$ cat src/common/wrf_pkg.sv
// Shared constants of the write-response FIFO
package wrf_pkg;
    // Response code field width and its four outcomes
    localparam int        RESP_W       = 2;
    localparam bit [1:0]  RESP_OKAY    = 2'h0;
    localparam bit [1:0]  RESP_EXOKAY  = 2'h1;
    localparam bit [1:0]  RESP_SLVERR  = 2'h2;
    localparam bit [1:0]  RESP_DECERR  = 2'h3;
    // Default geometry
    localparam int        DEF_DEPTH    = 16;
    localparam int        DEF_ID_W     = 4;
    localparam int        DEF_USER_W   = 1;
    localparam bit        DEF_ECC_EN   = 1'b1;
    // Codeword positions flipped by error injection
    localparam int        INJ_POS_A    = 1;
    localparam int        INJ_POS_B    = 2;
    // Latency from an accepted write into an empty FIFO to valid upstream
    localparam int        FILL_LAT     = 3;
endpackage

$ cat src/rtl/wrf_mem.sv
// Simple dual-port storage with registered read data
`timescale 1ns/1ps
module wrf_mem #(
    parameter int DW = 8,
    parameter int AW = 4
) (
    input  wire logic          clk_in,
    input  wire logic          wr_en_in,
    input  wire logic [AW-1:0] wr_addr_in,
    input  wire logic [DW-1:0] wr_data_in,
    input  wire logic          rd_en_in,
    input  wire logic [AW-1:0] rd_addr_in,
    output logic      [DW-1:0] rd_data_out
);
    logic [DW-1:0] mem_ff [0:(1<<AW)-1];

    // Write port
    always_ff @(posedge clk_in) begin
        if (wr_en_in) begin
            mem_ff[wr_addr_in] <= wr_data_in;
        end
    end

    // Read port, data from a register
    always_ff @(posedge clk_in) begin
        if (rd_en_in) begin
            rd_data_out <= mem_ff[rd_addr_in];
        end
    end
endmodule

$ cat src/rtl/wrf_top.sv
// Write-response channel FIFO with thresholds, ECC and occupancy counts
//
// Operation
// - Stored word packs ID, code, user unchanged
// - Response code is two bits, four outcomes
// - Upstream valid high only when response buffered, three edges after a write to empty
// - Downstream valid/ready pair writes the FIFO
// - Upstream valid/ready pair reads oldest word
// - Full threshold input, settable during reset
// - Empty threshold input, same width, during reset
// - Single-error injection flips one written bit
// - Double-error injection flips two written bits
// - Single-error output on corrected read word
// - Double-error output on uncorrectable read word
// - Overflow flag after refused write, contents intact
// - Overflow may stay low, writes never overfill
// - Underflow flag after refused read, contents intact
// - Underflow may stay low, no empty reads
// - Write count never under-reports stored words
// - Accepted write shows in count next edge
// - User sideband bits travel with each response
// - Programmable full when count at/above threshold
// - Programmable empty when count at/below threshold
// - Read count never over-reports readable words
`timescale 1ns/1ps
module wrf_top #(
    parameter int DEPTH  = wrf_pkg::DEF_DEPTH,
    parameter int ID_W   = wrf_pkg::DEF_ID_W,
    parameter int USER_W = wrf_pkg::DEF_USER_W,
    parameter bit ECC_EN = wrf_pkg::DEF_ECC_EN,
    parameter int AW     = $clog2(DEPTH)
) (
    input  wire logic                       clk_in,
    input  wire logic                       sys_rst_in,
    // Downstream slave side, FIFO write port
    input  wire logic [ID_W-1:0]            m_bid_in,
    input  wire logic [wrf_pkg::RESP_W-1:0] m_bresp_in,
    input  wire logic [USER_W-1:0]          m_buser_in,
    input  wire logic                       m_bvalid_in,
    output logic                            m_bready_out,
    // Upstream master side, FIFO read port
    output logic      [ID_W-1:0]            s_bid_out,
    output logic      [wrf_pkg::RESP_W-1:0] s_bresp_out,
    output logic      [USER_W-1:0]          s_buser_out,
    output logic                            s_bvalid_out,
    input  wire logic                       s_bready_in,
    // Sideband
    input  wire logic [AW-1:0]              prog_full_thresh_in,
    input  wire logic [AW-1:0]              prog_empty_thresh_in,
    input  wire logic                       inject_sbit_in,
    input  wire logic                       inject_dbit_in,
    output logic                            sbit_err_out,
    output logic                            dbit_err_out,
    output logic                            overflow_out,
    output logic                            underflow_out,
    output logic      [AW:0]                wr_cnt_out,
    output logic      [AW:0]                rd_cnt_out,
    output logic      [AW:0]                cnt_out,
    output logic                            prog_full_out,
    output logic                            prog_empty_out
);
    localparam int DW = ID_W + wrf_pkg::RESP_W + USER_W;

    // Number of Hamming check bits for a data width
    function automatic int chk_bits(input int dw);
        int r;
        r = 1;
        while ((1 << r) < dw + r + 1) begin
            r = r + 1;
        end
        return r;
    endfunction

    localparam int R  = chk_bits(DW);
    localparam int CW = ECC_EN ? DW + R + 1 : DW;

    // Elaboration-time checks on geometry
    if (DEPTH < 4 || (1 << AW) != DEPTH) begin : g_bad_depth
        $error("DEPTH must be a power of two, at least 4");
    end
    if (ID_W < 1 || USER_W < 1) begin : g_bad_width
        $error("ID_W and USER_W must be at least 1");
    end

    // Whether a codeword position carries a check bit
    function automatic bit is_pow2(input int p);
        return (p != 0) && ((p & (p - 1)) == 0);
    endfunction

    // Extended Hamming encode: bit 0 overall parity, powers of two check bits
    function automatic logic [CW-1:0] ecc_enc(input logic [DW-1:0] d);
        logic [CW-1:0] cw;
        int            k;
        cw = '0;
        k  = 0;
        if (!ECC_EN) begin
            cw[DW-1:0] = d;
        end else begin
            for (int i = 1; i < CW; i++) begin
                if (!is_pow2(i)) begin
                    cw[i] = d[k];
                    k     = k + 1;
                end
            end
            for (int p = 0; p < R; p++) begin
                for (int i = 1; i < CW; i++) begin
                    if (((i >> p) & 1) == 1 && !is_pow2(i)) begin
                        cw[1 << p] = cw[1 << p] ^ cw[i];
                    end
                end
            end
            cw[0] = ^cw;
        end
        return cw;
    endfunction

    // Decode: corrected data plus single and double error indications
    function automatic logic [DW+1:0] ecc_dec(input logic [CW-1:0] c);
        logic [CW-1:0] cw;
        logic [DW-1:0] d;
        int            syn;
        int            k;
        logic          par;
        logic          sgl;
        logic          dbl;
        cw  = c;
        d   = '0;
        syn = 0;
        k   = 0;
        par = 1'b0;
        sgl = 1'b0;
        dbl = 1'b0;
        if (!ECC_EN) begin
            d = cw[DW-1:0];
        end else begin
            for (int i = 1; i < CW; i++) begin
                if (cw[i]) begin
                    syn = syn ^ i;
                end
            end
            par = ^cw;
            sgl = par;
            dbl = !par && (syn != 0);
            if (par && syn != 0 && syn < CW) begin
                cw[syn] = !cw[syn];
            end
            for (int i = 1; i < CW; i++) begin
                if (!is_pow2(i)) begin
                    d[k] = cw[i];
                    k    = k + 1;
                end
            end
        end
        return {sgl, dbl, d};
    endfunction

    logic [AW-1:0] wp_ff;
    logic [AW-1:0] rp_ff;
    logic [AW:0]   mcnt_ff;
    logic [AW:0]   nxt_mcnt;
    logic [AW:0]   nxt_cnt;
    logic          fetch_ff;
    logic          push;
    logic          pop;
    logic          issue;
    logic [CW-1:0] wr_cw;
    logic [CW-1:0] rd_cw;
    logic [DW+1:0] dec;

    // Handshakes on both ports
    assign push  = m_bvalid_in && m_bready_out;
    assign pop   = s_bvalid_out && s_bready_in;
    // Prefetch the oldest stored word once the output stage frees up
    assign issue = (mcnt_ff != '0) && !fetch_ff && (!s_bvalid_out || pop);

    // Packed word with optional fault injection
    always_comb begin
        wr_cw = ecc_enc({m_bid_in, m_bresp_in, m_buser_in});
        if (ECC_EN && inject_dbit_in) begin
            wr_cw[wrf_pkg::INJ_POS_A] = !wr_cw[wrf_pkg::INJ_POS_A];
            wr_cw[wrf_pkg::INJ_POS_B] = !wr_cw[wrf_pkg::INJ_POS_B];
        end else if (ECC_EN && inject_sbit_in) begin
            wr_cw[wrf_pkg::INJ_POS_A] = !wr_cw[wrf_pkg::INJ_POS_A];
        end
    end

    wrf_mem #(
        .DW (CW),
        .AW (AW)
    ) u_mem (
        .clk_in      (clk_in),
        .wr_en_in    (push),
        .wr_addr_in  (wp_ff),
        .wr_data_in  (wr_cw),
        .rd_en_in    (issue),
        .rd_addr_in  (rp_ff),
        .rd_data_out (rd_cw)
    );

    assign dec = ecc_dec(rd_cw);

    // Stored-word and total occupancy next values
    always_comb begin
        nxt_mcnt = mcnt_ff + (AW+1)'(push) - (AW+1)'(issue);
        nxt_cnt  = cnt_out + (AW+1)'(push) - (AW+1)'(pop);
    end

    // Write and read pointers, in order through the ring
    always_ff @(posedge clk_in) begin
        if (sys_rst_in) begin
            wp_ff <= '0;
            rp_ff <= '0;
        end else begin
            if (push) begin
                wp_ff <= wp_ff + 1'b1;
            end
            if (issue) begin
                rp_ff <= rp_ff + 1'b1;
            end
        end
    end

    // Storage occupancy and downstream ready
    always_ff @(posedge clk_in) begin
        if (sys_rst_in) begin
            mcnt_ff      <= '0;
            m_bready_out <= 1'b0;
        end else begin
            mcnt_ff      <= nxt_mcnt;
            m_bready_out <= (nxt_mcnt < (AW+1)'(DEPTH));
        end
    end

    // Output stage: fetch in flight, then valid word with its error flags
    always_ff @(posedge clk_in) begin
        if (sys_rst_in) begin
            fetch_ff     <= 1'b0;
            s_bvalid_out <= 1'b0;
            s_bid_out    <= '0;
            s_bresp_out  <= wrf_pkg::RESP_OKAY;
            s_buser_out  <= '0;
            sbit_err_out <= 1'b0;
            dbit_err_out <= 1'b0;
        end else begin
            fetch_ff <= issue;
            if (fetch_ff) begin
                s_bvalid_out <= 1'b1;
                {s_bid_out, s_bresp_out, s_buser_out} <= dec[DW-1:0];
                sbit_err_out <= dec[DW+1];
                dbit_err_out <= dec[DW];
            end else if (pop) begin
                s_bvalid_out <= 1'b0;
                sbit_err_out <= 1'b0;
                dbit_err_out <= 1'b0;
            end
        end
    end

    // Refused-request flags, one cycle after the refusal
    always_ff @(posedge clk_in) begin
        if (sys_rst_in) begin
            overflow_out  <= 1'b0;
            underflow_out <= 1'b0;
        end else begin
            overflow_out  <= m_bvalid_in && !m_bready_out;
            underflow_out <= s_bready_in && (cnt_out == '0);
        end
    end

    // Occupancy counts and programmable flags
    always_ff @(posedge clk_in) begin
        if (sys_rst_in) begin
            cnt_out        <= '0;
            wr_cnt_out     <= '0;
            rd_cnt_out     <= '0;
            prog_full_out  <= 1'b0;
            prog_empty_out <= 1'b1;
        end else begin
            cnt_out        <= nxt_cnt;
            wr_cnt_out     <= nxt_cnt;
            rd_cnt_out     <= nxt_cnt - (AW+1)'(push);
            prog_full_out  <= nxt_cnt >= {1'b0, prog_full_thresh_in};
            prog_empty_out <= nxt_cnt <= {1'b0, prog_empty_thresh_in};
        end
    end
endmodule

$ cat config.mk
export PLATFORM = sky130hd
export DESIGN_NAME = wrf_top
export DESIGN_NICKNAME = d
export VERILOG_FILES = /design/src/common/wrf_pkg.sv /design/src/rtl/wrf_mem.sv /design/src/rtl/wrf_top.sv
export SDC_FILE = /design/constraint.sdc
export NUM_CORES = 1
export LEC_CHECK = 0
export BUFFER_PORTS_ARGS = -buffer_cell sky130_fd_sc_hd__buf_2
export CAP_MARGIN = 20
export CELL_PAD_IN_SITES_DETAIL_PLACEMENT = 2
export CELL_PAD_IN_SITES_GLOBAL_PLACEMENT = 2
export CORE_ASPECT_RATIO = 0.6
export CORE_MARGIN = 4
export CORE_UTILIZATION = 45
export DETAILED_ROUTE_END_ITERATION = 10
export PLACE_DENSITY_LB_ADDON = 0.1
export REMOVE_ABC_BUFFERS = 1
export SYNTH_ARGS = -nofsm -noshare
export SYNTH_HDL_FRONTEND = slang
export SYNTH_SLANG_ARGS = --single-unit
$ cat constraint.sdc
create_clock -name clk_in -period 4.6 [get_ports clk_in]
set_input_delay 0.23 -clock clk_in [delete_from_list [all_inputs] [get_ports clk_in]]
set_output_delay 0.23 -clock clk_in [all_outputs]
set_load 0.03 [all_outputs]
==> impl_metrics.env <==
export IMPL_postCtsSetupBuffers=0
export IMPL_antenna_left=0
export IMPL_gr_total_overflow=0
export IMPL_status="finished, final reports clean"
export IMPL_critPathKind="flop to flop"
export IMPL_tightest_slew_ns=1.07
export IMPL_power_frac_clock=0.258
export IMPL_cap_violations=0
export IMPL_fin_tns_setup_ns=0
export IMPL_via_count=5296
export IMPL_grt_pass1_vias=5823
export IMPL_internal_power_mw=5.04
export IMPL_max_stage_delay_ns=0.35
export IMPL_io_pins=51
export IMPL_area_growth_pct=14.8
export IMPL_drive_gt1_frac=0.282
export IMPL_cts_max_level=1
export IMPL_start_util=0.466
export IMPL_io_buffers=50
export IMPL_wl_per_cell_microns=28.5
export IMPL_place_area_sq_mm=0.0106
export IMPL_power_density_mw_per_mm2=677
export IMPL_crit_chain="and2_1 -> inv_1 -> ha_1 -> inv_1 -> ha_1 -> a21o_1 -> a21oi_1 -> xnor2_1 -> inv_1 -> ha_1 -> nand2_1 -> or3_1 -> a32oi_1 -> o21bai_1"
export IMPL_drt_iter0_drc=504
export IMPL_routabilityCongestion=0.782
export IMPL_syn_instance_count=565
export IMPL_yosysUniqueCellTypes=45
export IMPL_ys_seq_elements=243
export IMPL_globalRouteTotalUtil=0.215
export IMPL_avgSynthCellArea_sq_um=17.7
export IMPL_synth_top_family_by_area="multiplexers"
export IMPL_mostFrequentLayoutCell="edfxtp_1"
export IMPL_clkSlewWorstSetupHoldPaths_ns=0.06
export IMPL_die_h_microns=123
export IMPL_dp_hpwl_microns=16800
export IMPL_worstPathArrival_ns=3.82
export IMPL_cts_tree="done"
export IMPL_n_antenna_cell=0
export IMPL_die_w_microns=200
export IMPL_clock_sinks=243
export IMPL_timing_final_crit_share=0.752
export IMPL_rows=41
export IMPL_ys_seq_area_frac=0.691
export IMPL_crit_fanout=8
export IMPL_grt_pass1_wl_microns=38900
export IMPL_muxShareOfSynthArea=0.136
export IMPL_placed_cells=871
export IMPL_slew_violations=0
export IMPL_clock_latency_ns=0.51
export IMPL_p_leak_nw=3.83
export IMPL_worst_ir_drop_vdd_v=0.000335
export IMPL_drc=0
export IMPL_core_area_sq_mm=0.0214
export IMPL_fmax_mhz=289
export IMPL_synth_compound_area_frac=0.0241
export IMPL_swShare=0.352
export IMPL_finalNetCount=670
export IMPL_die_area_sq_mm=0.0248
export IMPL_fin_crit_ns=3.46
export IMPL_p_comb_frac=0.358
export IMPL_pre_cts_slack_ns=1.18
export IMPL_slew_headroom=0.286
export IMPL_drt_pass1_iterations=5
export IMPL_seqPwrFrac=0.384
export IMPL_p_switching_mw=2.74
export IMPL_hold_class="input port to flop"
export IMPL_wl_microns=26200
export IMPL_endpoint_kind="flop"
export IMPL_cts_hold_buf=1
export IMPL_clock_root_buffer="clkbuf_16"
export IMPL_grt_max_degree=47
export IMPL_final_cell_mix="edfxtp_1, mux4_2, buf_2, dfxtp_1, nor2_1"
export IMPL_final_cell_area_sq_mm=0.0115
export IMPL_numCtsBuffers=24
export IMPL_synth_fa_ha_area_frac=0.0340
export IMPL_yosysWarnings=0
export IMPL_rsz0062_at_grt="false"
export IMPL_fin_cells=920
export IMPL_viasPerCell=5.76
export IMPL_cts_path_max_buffers=3
export IMPL_antenna_found_initial=0
export IMPL_yosys_area_share_xor_xnor=0.0448
export IMPL_finalSetupViolations=0
export IMPL_crit_slowest_cell="dfxtp_1"
export IMPL_fin_skew_ns=0.0120
export IMPL_startpoint_type="flop"
export IMPL_finalHoldViolations=0
export IMPL_hold_ws_ns=0.0307
export IMPL_synth_simple_area_share=0.0484
export IMPL_cp_required_ns=4.96
export IMPL_worst_slack_ns=1.14
export IMPL_cts_resized=0
export IMPL_synthesis_area_sq_mm=0.0100
[synth_stat cells, drive strengths merged]
cell type  count  area, sq um
nor4b          1         8.76
nand2         15         56.3
mux2i          1         10.0
xnor2         33          289
ha            24          300
a32oi          1         8.76
a31oi          1         6.26
nor3b          2         15.0
nand3          2         10.0
or3            9         56.3
a21oi          8         40.0
or4            1         7.51
fa             2         40.0
o211ai         1         7.51
a21o           2         15.0
edfxtp       204         6130
xnor3          2         46.3
o22ai          1         6.26
mux4          60         1350
a311oi         8         70.1
o31ai          1         7.51
xor2          12          113
inv           24         90.1
nor2b          5         31.3
nor4           1         6.26
nor2          44          165
nand4          2         12.5
a21boi         1         7.51
dfxtp         39          781
nor3           5         25.0
nand2b         5         38.8
and2           1         6.26
o21ai         10         50.1
buf           12         68.8
nand3b         3         22.5
o21bai         3         22.5
or2            2         12.5
or4b           1         10.0
clkbuf        16         60.1
[worst paths after layout]
kind	start	to	slack, ns	cells after the start
setup / recovery	m_bready_out$_SDFF_PP0_	prog_empty_out$_SDFF_PP1_	1.14	14
hold / removal	s_bready_in	underflow_out$_SDFF_PP0_	0.03	2
setup reg to reg	m_bready_out$_SDFF_PP0_	prog_empty_out$_SDFF_PP1_	1.14	14
hold reg to reg	m_bready_out$_SDFF_PP0_	overflow_out$_SDFF_PP0_	0.46	1
[area by class of cell]
| cell class | count | area, sq um |
|---|---|---|
| Clock inverter | 7 | 56.3 |
| Tap cell | 279 | 349 |
| Clock buffer | 37 | 753 |
| Inverter | 24 | 90.1 |
| Multi-Input combinational cell | 270 | 2980 |
| Fill cell | 1875 | 9960 |
| Timing Repair Buffer | 60 | 343 |
| Sequential cell | 243 | 6910 |
[power by group through the flow]
| stage | sequential, mW | combinational, mW | clock (mW) |
|---|---|---|---|
| global route | 3.02 | 3.02 | 2.14 |
| CTS | 3.00 | 2.77 | 2.04 |
| finish | 2.99 | 2.78 | 2.00 |
| detailed placement | 3.04 | 2.72 | 0 |
| floorplan | 3.14 | 1.71 | 0 |
| global placement | 3.02 | 2.52 | 0 |
[per-stage QoR]
step | util | power, mW
after global routing | 0.535 | 8.19
after global placement | 0.494 | 5.54
after CTS | 0.532 | 7.81
after detailed placement | 0.494 | 5.76
after floorplan | - | 4.86
final | 0.535 | 7.77
[critical path, delay by kind of cell, from the launching register on]
| kind | cells | cell delay (ns) |
|---|---|---|
| flip-flops | 1 | 0.35 |
| buffers and inverters | 3 | 0.50 |
| AO/OA/AOI/OAI | 4 | 0.67 |
| AND/OR/NAND/NOR | 3 | 0.72 |
| XOR/XNOR | 1 | 0.21 |
| adder cells (fa/ha/maj) | 3 | 0.83 |
[cells by family (layout without fill, tap and decap cells)]
logic type	after synthesis	in the layout
flops	243	243
simple gates	99	99
buf+inv	52	128
xor+xnor	47	47
compound gates	37	37
fa+ha+maj	26	26
mux	61	61
[sequential cells by signal, indices dropped and copies added, names as in the netlist, 2 cells and up]
register	flops
u_mem.mem_ff	192
s_bresp_out	2
rd_cnt_out	5
s_bid_out	4
wr_cnt_out	5
rp_ff	4
wp_ff	4
mcnt_ff	5
u_mem.rd_data_out	12
[layer usage]
| layer | vias to the layer above | share of wire | global-route usage |
|---|---|---|---|
| met5 | - | 0 | 0 |
| met4 | 0 | 0.014 | 0.0352 |
| met3 | 31 | 0.036 | 0.0257 |
| met2 | 112 | 0.49 | 0.358 |
| met1 | 2850 | 0.46 | 0.315 |
| li1 | 2303 | - | - |
(Power assumes the default switching activity.)
